==> src/logic/nmr_pkg.sv <==
package nmr_pkg;

   // ****************************************
   // command decode
   // ****************************************
   localparam int unsigned CMD_W       = 16;
   localparam int unsigned OPC_W       = 7;
   localparam int unsigned OPC_LSB     = 9;
   localparam logic [6:0]  OPC_WHOLE   = 7'h00;
   localparam logic [6:0]  OPC_RECEIVE = 7'h14;
   localparam logic [6:0]  OPC_XMIT    = 7'h2C;

   // ****************************************
   // spare-mask fields
   // ****************************************
   localparam int unsigned WHOLE_W          = 9;
   localparam int unsigned PATH_W           = 5;
   localparam int unsigned B_TRANSCEIVER    = 0;
   localparam int unsigned B_LINE_CODEC     = 1;
   localparam int unsigned B_NETWORK        = 2;
   localparam int unsigned B_FIFO_CONTROL   = 3;
   localparam int unsigned B_AUTOINIT       = 4;
   localparam int unsigned B_BUS_INTERFACE  = 5;
   localparam int unsigned B_SIDEBAND       = 6;
   localparam int unsigned B_OSCILLATOR     = 7;
   localparam int unsigned B_DMA_ENGINES    = 8;
   localparam int unsigned P_DMA_INDEX      = 4;
   localparam int unsigned P_LOW_MSB        = 3;

   // ****************************************
   // reset values and timing
   // ****************************************
   localparam logic [WHOLE_W-1:0] WHOLE_RST = 9'h000;
   localparam logic [PATH_W-1:0]  PATH_RST  = 5'h00;
   localparam int unsigned CLK_PERIOD_NS    = 40;
   localparam int unsigned EEPROM_MAX_NS    = 1000000;
   localparam int unsigned EEPROM_MAX_CYC   = EEPROM_MAX_NS / CLK_PERIOD_NS;
   localparam int unsigned PATH_SETTLE_NS   = 320;
   localparam int unsigned PATH_SETTLE_CYC  =
      (PATH_SETTLE_NS + CLK_PERIOD_NS - 1) / CLK_PERIOD_NS;
   localparam int unsigned TMR_W            = 15;

   typedef enum logic [3:0] {
      NMR_IDLE   = 4'h1,
      NMR_FIRE   = 4'h2,
      NMR_EEWAIT = 4'h4,
      NMR_SETTLE = 4'h8
   } nmr_state_t;

   typedef enum logic [1:0] {
      NMR_K_WHOLE   = 2'h0,
      NMR_K_RECEIVE = 2'h1,
      NMR_K_XMIT    = 2'h2
   } nmr_kind_t;

endpackage : nmr_pkg

==> src/logic/nmr_settle_timer.sv <==
`timescale 1ns/1ns
`default_nettype none
module nmr_settle_timer (
   input  wire logic                       clk_sys,   // core clock
   input  wire logic                       srst,      // sync reset
   input  wire logic                       load,      // start a wait
   input  wire logic [nmr_pkg::TMR_W-1:0]  loadValue, // cycles to wait
   output var  logic                       expired    // one-cycle end pulse
);
   import nmr_pkg::*;

   logic [TMR_W-1:0] count;

   always_ff @(posedge clk_sys) begin
      if (srst) begin
         count <= '0;
      end else if (load) begin
         count <= loadValue;
      end else if (count != '0) begin
         count <= count - 1'b1;
      end
   end

   // a reload aborts a pending expiry
   always_ff @(posedge clk_sys) begin
      if (srst) begin
         expired <= 1'b0;
      end else begin
         expired <= (count == {{(TMR_W-1){1'b0}}, 1'b1}) && !load;
      end
   end

endmodule : nmr_settle_timer
`default_nettype wire

==> src/logic/nmr_pulse_bank.sv <==
`timescale 1ns/1ns
`default_nettype none
module nmr_pulse_bank #(
   parameter int unsigned W = 5
) (
   input  wire logic         clk_sys,   // core clock
   input  wire logic         srst,      // sync reset
   input  wire logic         fire,      // issue resets this cycle
   input  wire logic [W-1:0] spareMask, // set bit keeps reset away
   output var  logic [W-1:0] pulse      // one-cycle sub-unit resets
);
   import nmr_pkg::*;

   genvar i;
   generate
      for (i = 0; i < W; i++) begin : g_unit
         always_ff @(posedge clk_sys) begin
            if (srst) begin
               pulse[i] <= 1'b0;
            end else begin
               pulse[i] <= fire && !spareMask[i];
            end
         end
      end
   endgenerate

endmodule : nmr_pulse_bank
`default_nettype wire

==> src/logic/nmr_reset_sequencer.sv <==
// Contract
// - whole-card reset holds busy flag until done
// - whole-card mask bits spare their sub-units
// - bit 2 spares network core, statistics, PHY
// - bit 4 clear: reset autoinit, reload EEPROM
// - bit 5 clear: reset bus interface, interrupt registers
// - bit 8 clear: reset both DMA engines
// - config space untouched except aliased registers
// - whole-card reset may last 1 ms
// - receive reset opcode 0010100, mask bits 0-3, 8
// - path resets hold busy flag until done
// - receive bits 0,1 spare transceiver, codec
// - receive bit 2 clear: network, disable, filter
// - receive bit 3 clear: flush FIFO, threshold
// - receive bit 8 clear: reset upload logic
// - transmit reset opcode 0101100, mask bits 0-3, 8
// - transmit bits 0,1 spare transceiver, codec
// - transmit bit 2 clear: network, disable, status
// - transmit bit 3 clear: flush FIFO, thresholds
// - transmit bit 8 clear: reset download logic
`timescale 1ns/1ns
`default_nettype none
module nmr_reset_sequencer #(
   parameter int unsigned EepromWaitCycles = nmr_pkg::EEPROM_MAX_CYC
) (
   input  wire logic                         clk_sys,          // core clock
   input  wire logic                         srst,             // sync reset
   input  wire logic                         cmdValid,         // command strobe
   input  wire logic [nmr_pkg::CMD_W-1:0]    cmdWord,          // command word
   input  wire logic                         eepromLoadDone,   // reload finished
   output var  logic                         commandBusyFlag,  // command busy
   output var  logic [nmr_pkg::WHOLE_W-1:0]  wholeResetPulse,  // whole-card resets
   output var  logic                         aliasedCfgReload, // aliased cfg reset
   output var  logic                         eepromTimeout,    // reload timed out
   output var  logic [nmr_pkg::PATH_W-1:0]   rxResetPulse,     // receive resets
   output var  logic [nmr_pkg::PATH_W-1:0]   txResetPulse      // transmit resets
);
   import nmr_pkg::*;

   // ****************************************
   // decode
   // ****************************************
   function automatic logic cmdIs(input logic [CMD_W-1:0] w, input logic [OPC_W-1:0] opc);
      cmdIs = (w[CMD_W-1:OPC_LSB] == opc);
   endfunction : cmdIs

   function automatic logic [PATH_W-1:0] pathMask(input logic [WHOLE_W-1:0] p);
      pathMask = {p[B_DMA_ENGINES], p[P_LOW_MSB:0]};
   endfunction : pathMask

   nmr_state_t         state;
   nmr_state_t         next_state;
   nmr_kind_t          kind;
   logic [WHOLE_W-1:0] param;
   logic               isWhole;
   logic               isRx;
   logic               isTx;
   logic               accept;
   logic               timerLoad;
   logic [TMR_W-1:0]   timerValue;
   logic               timerExpired;
   logic               needReload;

   assign isWhole    = cmdIs(cmdWord, OPC_WHOLE);
   assign isRx       = cmdIs(cmdWord, OPC_RECEIVE);
   assign isTx       = cmdIs(cmdWord, OPC_XMIT);
   // host must poll busy; commands during a reset are dropped
   assign accept     = cmdValid && (state == NMR_IDLE) && (isWhole || isRx || isTx);
   assign needReload = (kind == NMR_K_WHOLE) && !param[B_AUTOINIT];
   assign timerLoad  = (state == NMR_FIRE);
   assign timerValue = needReload ? TMR_W'(EepromWaitCycles) : TMR_W'(PATH_SETTLE_CYC);

   // ****************************************
   // command capture
   // ****************************************
   always_ff @(posedge clk_sys) begin
      if (srst) begin
         kind  <= NMR_K_WHOLE;
         param <= WHOLE_RST;
      end else if (accept) begin
         kind  <= isWhole ? NMR_K_WHOLE : (isRx ? NMR_K_RECEIVE : NMR_K_XMIT);
         param <= cmdWord[WHOLE_W-1:0];
      end
   end

   // ****************************************
   // sequencing
   // ****************************************
   always_comb begin
      next_state = state;
      case (state)
         NMR_IDLE: begin
            if (accept) begin
               next_state = NMR_FIRE;
            end
         end
         NMR_FIRE: begin
            next_state = needReload ? NMR_EEWAIT : NMR_SETTLE;
         end
         NMR_EEWAIT: begin
            // reload can take up to the full wait, never longer
            if (eepromLoadDone || timerExpired) begin
               next_state = NMR_IDLE;
            end
         end
         NMR_SETTLE: begin
            if (timerExpired) begin
               next_state = NMR_IDLE;
            end
         end
         default: begin
            next_state = NMR_IDLE;
         end
      endcase
   end

   always_ff @(posedge clk_sys) begin
      if (srst) begin
         state <= NMR_IDLE;
      end else begin
         state <= next_state;
      end
   end

   always_ff @(posedge clk_sys) begin
      if (srst) begin
         commandBusyFlag <= 1'b0;
      end else begin
         commandBusyFlag <= (next_state != NMR_IDLE);
      end
   end

   always_ff @(posedge clk_sys) begin
      if (srst) begin
         eepromTimeout <= 1'b0;
      end else begin
         eepromTimeout <= (state == NMR_EEWAIT) && timerExpired && !eepromLoadDone;
      end
   end

   // only the aliased registers follow a whole-card reset
   always_ff @(posedge clk_sys) begin
      if (srst) begin
         aliasedCfgReload <= 1'b0;
      end else begin
         aliasedCfgReload <= (state == NMR_FIRE) && (kind == NMR_K_WHOLE);
      end
   end

   nmr_settle_timer u_timer (
      .clk_sys   (clk_sys),
      .srst      (srst),
      .load      (timerLoad),
      .loadValue (timerValue),
      .expired   (timerExpired)
   );

   // ****************************************
   // sub-unit reset pulses
   // ****************************************
   // bit 5 also clears interrupt regs, bit 8 pointers and dma control
   nmr_pulse_bank #(.W(WHOLE_W)) u_whole (
      .clk_sys   (clk_sys),
      .srst      (srst),
      .fire      ((state == NMR_FIRE) && (kind == NMR_K_WHOLE)),
      .spareMask (param),
      .pulse     (wholeResetPulse)
   );

   // bit 2 disables the path, bit 3 flushes and defaults thresholds
   nmr_pulse_bank #(.W(PATH_W)) u_rx (
      .clk_sys   (clk_sys),
      .srst      (srst),
      .fire      ((state == NMR_FIRE) && (kind == NMR_K_RECEIVE)),
      .spareMask (pathMask(param)),
      .pulse     (rxResetPulse)
   );

   nmr_pulse_bank #(.W(PATH_W)) u_tx (
      .clk_sys   (clk_sys),
      .srst      (srst),
      .fire      ((state == NMR_FIRE) && (kind == NMR_K_XMIT)),
      .spareMask (pathMask(param)),
      .pulse     (txResetPulse)
   );

   logic [TMR_W:0] busyRun;
   always_ff @(posedge clk_sys) begin
      if (srst) begin
         busyRun <= '0;
      end else if (commandBusyFlag) begin
         busyRun <= busyRun + 1'b1;
      end else begin
         busyRun <= '0;
      end
   end
endmodule : nmr_reset_sequencer
`default_nettype wire

==> config.mk <==
export PLATFORM = sky130hd
export DESIGN_NAME = nmr_reset_sequencer
export DESIGN_NICKNAME = d
export VERILOG_FILES = /design/src/logic/nmr_pkg.sv /design/src/logic/nmr_settle_timer.sv /design/src/logic/nmr_pulse_bank.sv /design/src/logic/nmr_reset_sequencer.sv
export SDC_FILE = /design/constraint.sdc
export NUM_CORES = 1
export LEC_CHECK = 0
export BUFFER_PORTS_ARGS = -buffer_cell sky130_fd_sc_hd__buf_4
export CAP_MARGIN = 25
export CORE_ASPECT_RATIO = 1.25
export CORE_MARGIN = 10
export CORE_UTILIZATION = 40
export CTS_BUF_LIST = sky130_fd_sc_hd__clkbuf_2 sky130_fd_sc_hd__clkbuf_4 sky130_fd_sc_hd__clkbuf_8
export DETAILED_ROUTE_END_ITERATION = 16
export PLACE_DENSITY = 0.63
export SYNTH_ARGS = -nofsm -noshare
export SYNTH_HDL_FRONTEND = slang
export SYNTH_SLANG_ARGS = --single-unit
==> constraint.sdc <==
create_clock -name clk_sys -period 1.75 [get_ports clk_sys]
set_clock_uncertainty 0.1 [all_clocks]
set_input_delay 0.2625 -clock clk_sys [delete_from_list [all_inputs] [get_ports clk_sys]]
set_output_delay 0.2625 -clock clk_sys [all_outputs]
set_load 0.01 [all_outputs]
==> results.py <==
metrics = {
    "die": {
        "die_height_um": 99.9,
        "design.core.area_um2": 5010,
        "placement_rows": 29,
        "ioPinCount": 42,
        "dieArea_um2": 8390,
        "start_util_pct": 40.8,
        "die_x_um": 83.9,
    },
    "placed_design": {
        "hpwl_um": 3380,
        "io_buffer_count": 41,
        "area_of_placed_instances_um2": 2540,
        "place_congestion": 0.771,
    },
    "timing": {
        "tns_ns": 0,
        "finalHoldViolations": 0,
        "timing.slew.headroom_pct": 72.5,
        "rsz_0062_raised_after_global_routing": "false",
        "worst_pin_slew_ns": 0.412,
        "setup_violations": 0,
        "period_share_pct": 92.7,
        "timing.final.crit_period_ns": 1.62,
        "number_of_slew_limit_violations_in_the_final_report": 0,
        "fmaxAchievable_ghz": 0.616,
    },
    "cts": {
        "clk-insertion-delay-late_ns": 0.32,
        "worst_setup_hold_path_clk_slew_ns": 0.10,
        "cts_inserted_buffers": 5,
        "clock-sinks": 53,
        "cts.repair_timing.setup_buffer_count": 0,
        "cts_tree": "yes",
        "clk_path_buf_depth": 2,
        "htreeDepth": 2,
        "clockRootBuffer": "sky130_fd_sc_hd__clkbuf_8",
    },
    "cells_and_area": {
        "syn_to_final_growth_pct": 30.0,
        "register_area_um2": 1060,
        "post_route_cells_drive_above_1_share_pct": 27.2,
        "count_of_filler_cells_inserted_in_the_layout": 510,
        "multiInputGateArea_um2": 953,
        "diodes": 0,
        "fin_area_um2": 2660,
        "nets": 300,
    },
    "yosys": {
        "synth_seq_cells": 53,
        "synth_area_leader_cell": "sky130_fd_sc_hd__dfxtp_1",
        "synth-main-ff-cell": "sky130_fd_sc_hd__dfxtp_1",
        "postSynthCellCount": 219,
        "synth_common_cells": "sky130_fd_sc_hd__dfxtp_1 (53), sky130_fd_sc_hd__nor2_1 (47), sky130_fd_sc_hd__nand3_1 (12)",
        "ys_types": 42,
        "synth_async_sr_flop_share_pct": 0,
        "post_synth.cell_area_avg_um2": 9.34,
        "synth.cell_area_um2": 2040,
        "ys_top_cells_by_area": "sky130_fd_sc_hd__dfxtp_1 (52%), sky130_fd_sc_hd__nor2_1 (8.6%), sky130_fd_sc_hd__mux2i_1 (4.9%)",
        "post-synth-top-area-fraction_pct": 51.9,
        "synth-warning-count": 0,
        "yosys.cell_count.top_type": "sky130_fd_sc_hd__dfxtp_1",
        "synthesis.nets": 241,
        "ys_seq_area_share_pct": 51.9,
        "post_synth_edffs": 0,
    },
    "critical_path": {
        "worstSetupStartpointType": "flip-flop",
        "crit_type": "flip-flop to flip-flop",
        "r2r-end": "u_timer.count[14]",
        "required_time_reported_for_the_critical_path_endpoint_ns": 1.85,
        "worst-r2r-cell-count": 5,
        "timing.critical_path.to_type": "flip-flop",
        "rr_startpoint": "u_timer.count[3]",
        "arrival_ns": 1.72,
        "slack_of_the_worst_reg_to_reg_path_ns": 0.13,
        "critical_path_peak_fanout": 5,
    },
    "drt": {
        "avgRoutedWirePerCell_um": 12.9,
        "dr_total_vias": 1671,
        "route.antenna.remaining_nets": 0,
        "drt-vias-per-instance": 4.90,
        "drt_iter0_drc": 58,
        "first_pass_iters": 4,
        "route.detailed.drc": 0,
        "drt_wirelength_um": 4400,
    },
    "global_routing": {
        "grt_start_max_net_pins": 23,
        "wire_length_of_the_first_global_routing_pass_um": 7580,
        "grt-ovfl-total": 0,
        "grt_pass1_vias": 1691,
        "antenna_violations_before_repair": 0,
        "track_usage_pct": 10.9,
    },
    "worst_hold_path": {
        "hold_start": "cmdWord[5]",
        "worstHoldEndpoint": "param[5]",
        "timing.hold.worst.class": "input port to flip-flop",
        "worst_hold_path.num_cells": 3,
    },
    "pwr": {
        "powerDensity_nw_per_um2": 1200,
        "power.switching_fraction_pct": 33.3,
        "power_frac_comb_pct": 31.7,
        "static-leakage-power_nw": 1.24,
        "p_sw_mw": 1.06,
        "sequentialPowerShare_pct": 44.9,
        "cell_internal_pwr_mw": 2.12,
        "worst_ir_drop_vdd_uv": 614,
        "clock_power_share_pct": 23.4,
    },
    "run_status": {
        "run_status": "completed",
    },
    "run": {
        "drv.max_cap_violation_count": 0,
    },
}
## critical path, cell delays in order, from the launching register on
cell	delay, ns
sky130_fd_sc_hd__dfxtp_1	0.36
sky130_fd_sc_hd__nor3_4	0.27
sky130_fd_sc_hd__nand4_1	0.22
sky130_fd_sc_hd__or3b_1	0.41
sky130_fd_sc_hd__nand3_1	0.09
sky130_fd_sc_hd__a21oi_1	0.06
## routing by layer
metal	vias to the layer above	part of all wire (%)	GRT usage, %
met5	-	0	0
met4	0	1.9	5.42
met3	6	5.2	4.21
met2	25	52	19.0
met1	764	41	11.1
li1	876	-	-
## per-stage QoR
stage                     hold slack, ns  instances  power (mW)  util, %  setup slack (ns)
final                             0.0711        341        3.18     53.1             0.127
after global routing              0.0686        341        3.43     53.1            0.0118
after CTS                         0.0627        341        3.18     52.7            0.0542
after detailed placement           0.302        333        2.42     50.7           -0.0147
after global placement             0.314        333        2.42     50.7            0.0223
after floorplan                    0.291        219        2.12        -             0.154
## flip-flops by register name, summed over array words and instances (netlist names)
name              cells
u_timer.count        15
u_timer.expired       1
commandBusyFlag       1
u_whole.pulse         9
state                 4
u_tx.pulse            5
u_rx.pulse            5
param                 9
kind                  2
aliasedCfgReload      1
eepromTimeout         1
## cells in the final DEF, fill, tap and decap left out, drive strengths merged
cell type and instances:
buf 58, dfxtp 53, nor2 47, nand3 13, nor3 11, a21oi 10, mux2i 10, nand2 10
inv 8, o21ai 7, xnor2 6, xor2 5, clkbuf 5, nand3b 4, nand4 4, or4 2
o32ai 2, nor3b 2, and3 2, ha 2, or2 2, or3b 2, nand2b 1, o2111ai 1
or3 1, a211oi 1, nand4b 1, or4bb 1, nor4b 1, o211ai 1, and2 1, nor2b 1
o21bai 1, nor4 1, a21o 1, o31ai 1
## logic make-up after synthesis
kind of cell    Yosys count  share of synthesized area, %
buf+inv                  11                          2.39
mux                      10                          4.90
fa+ha+maj                 2                          1.22
simple gates            107                          27.6
flops                    53                          51.9
xor+xnor                 11                          4.71
compound gates           25                          7.28
## worst max path at each step
| stage | from | endpoint | slack [ns] | cells after the start |
|---|---|---|---|---|
| 6_report | u_timer.count[3] | u_timer.count[14] | 0.13 | 5 |
| 3_5_place_dp | cmdWord[11] | param[5] | -0.01 | 7 |
| 2_1_floorplan | cmdWord[11] | param[1] | 0.15 | 6 |
| 3_3_place_gp | cmdWord[11] | param[1] | 0.02 | 7 |
| 5_1_grt | u_timer.count[10] | u_timer.count[1] | 0.01 | 4 |
| 4_1_cts | u_timer.count[1] | u_timer.count[9] | 0.05 | 6 |
## area by class of cell
cell class,count,share of cell area (%)
inverter,5,0.706
multi-input combinational,155,35.9
sequential,53,40.0
clock buffer,5,2.59
timing repair buffer,58,16.9
tap,62,2.92
clock inverter,3,1.08
## power groups by stage
stage | logic [mW] | clock network, mW | registers [mW]
global route | 1.17 | 0.823 | 1.44
floorplan | 0.679 | 0 | 1.44
detailed placement | 0.978 | 0 | 1.45
global placement | 0.981 | 0 | 1.44
CTS | 0.988 | 0.772 | 1.42
finish | 1.01 | 0.745 | 1.43
## timing repair
item	4_1_cts	5_1_grt
setup endpoints to repair	0	10
gates resized for setup	0	5
hold buffers	0	0
No activity file was read; power rests on OpenSTA's default activity.
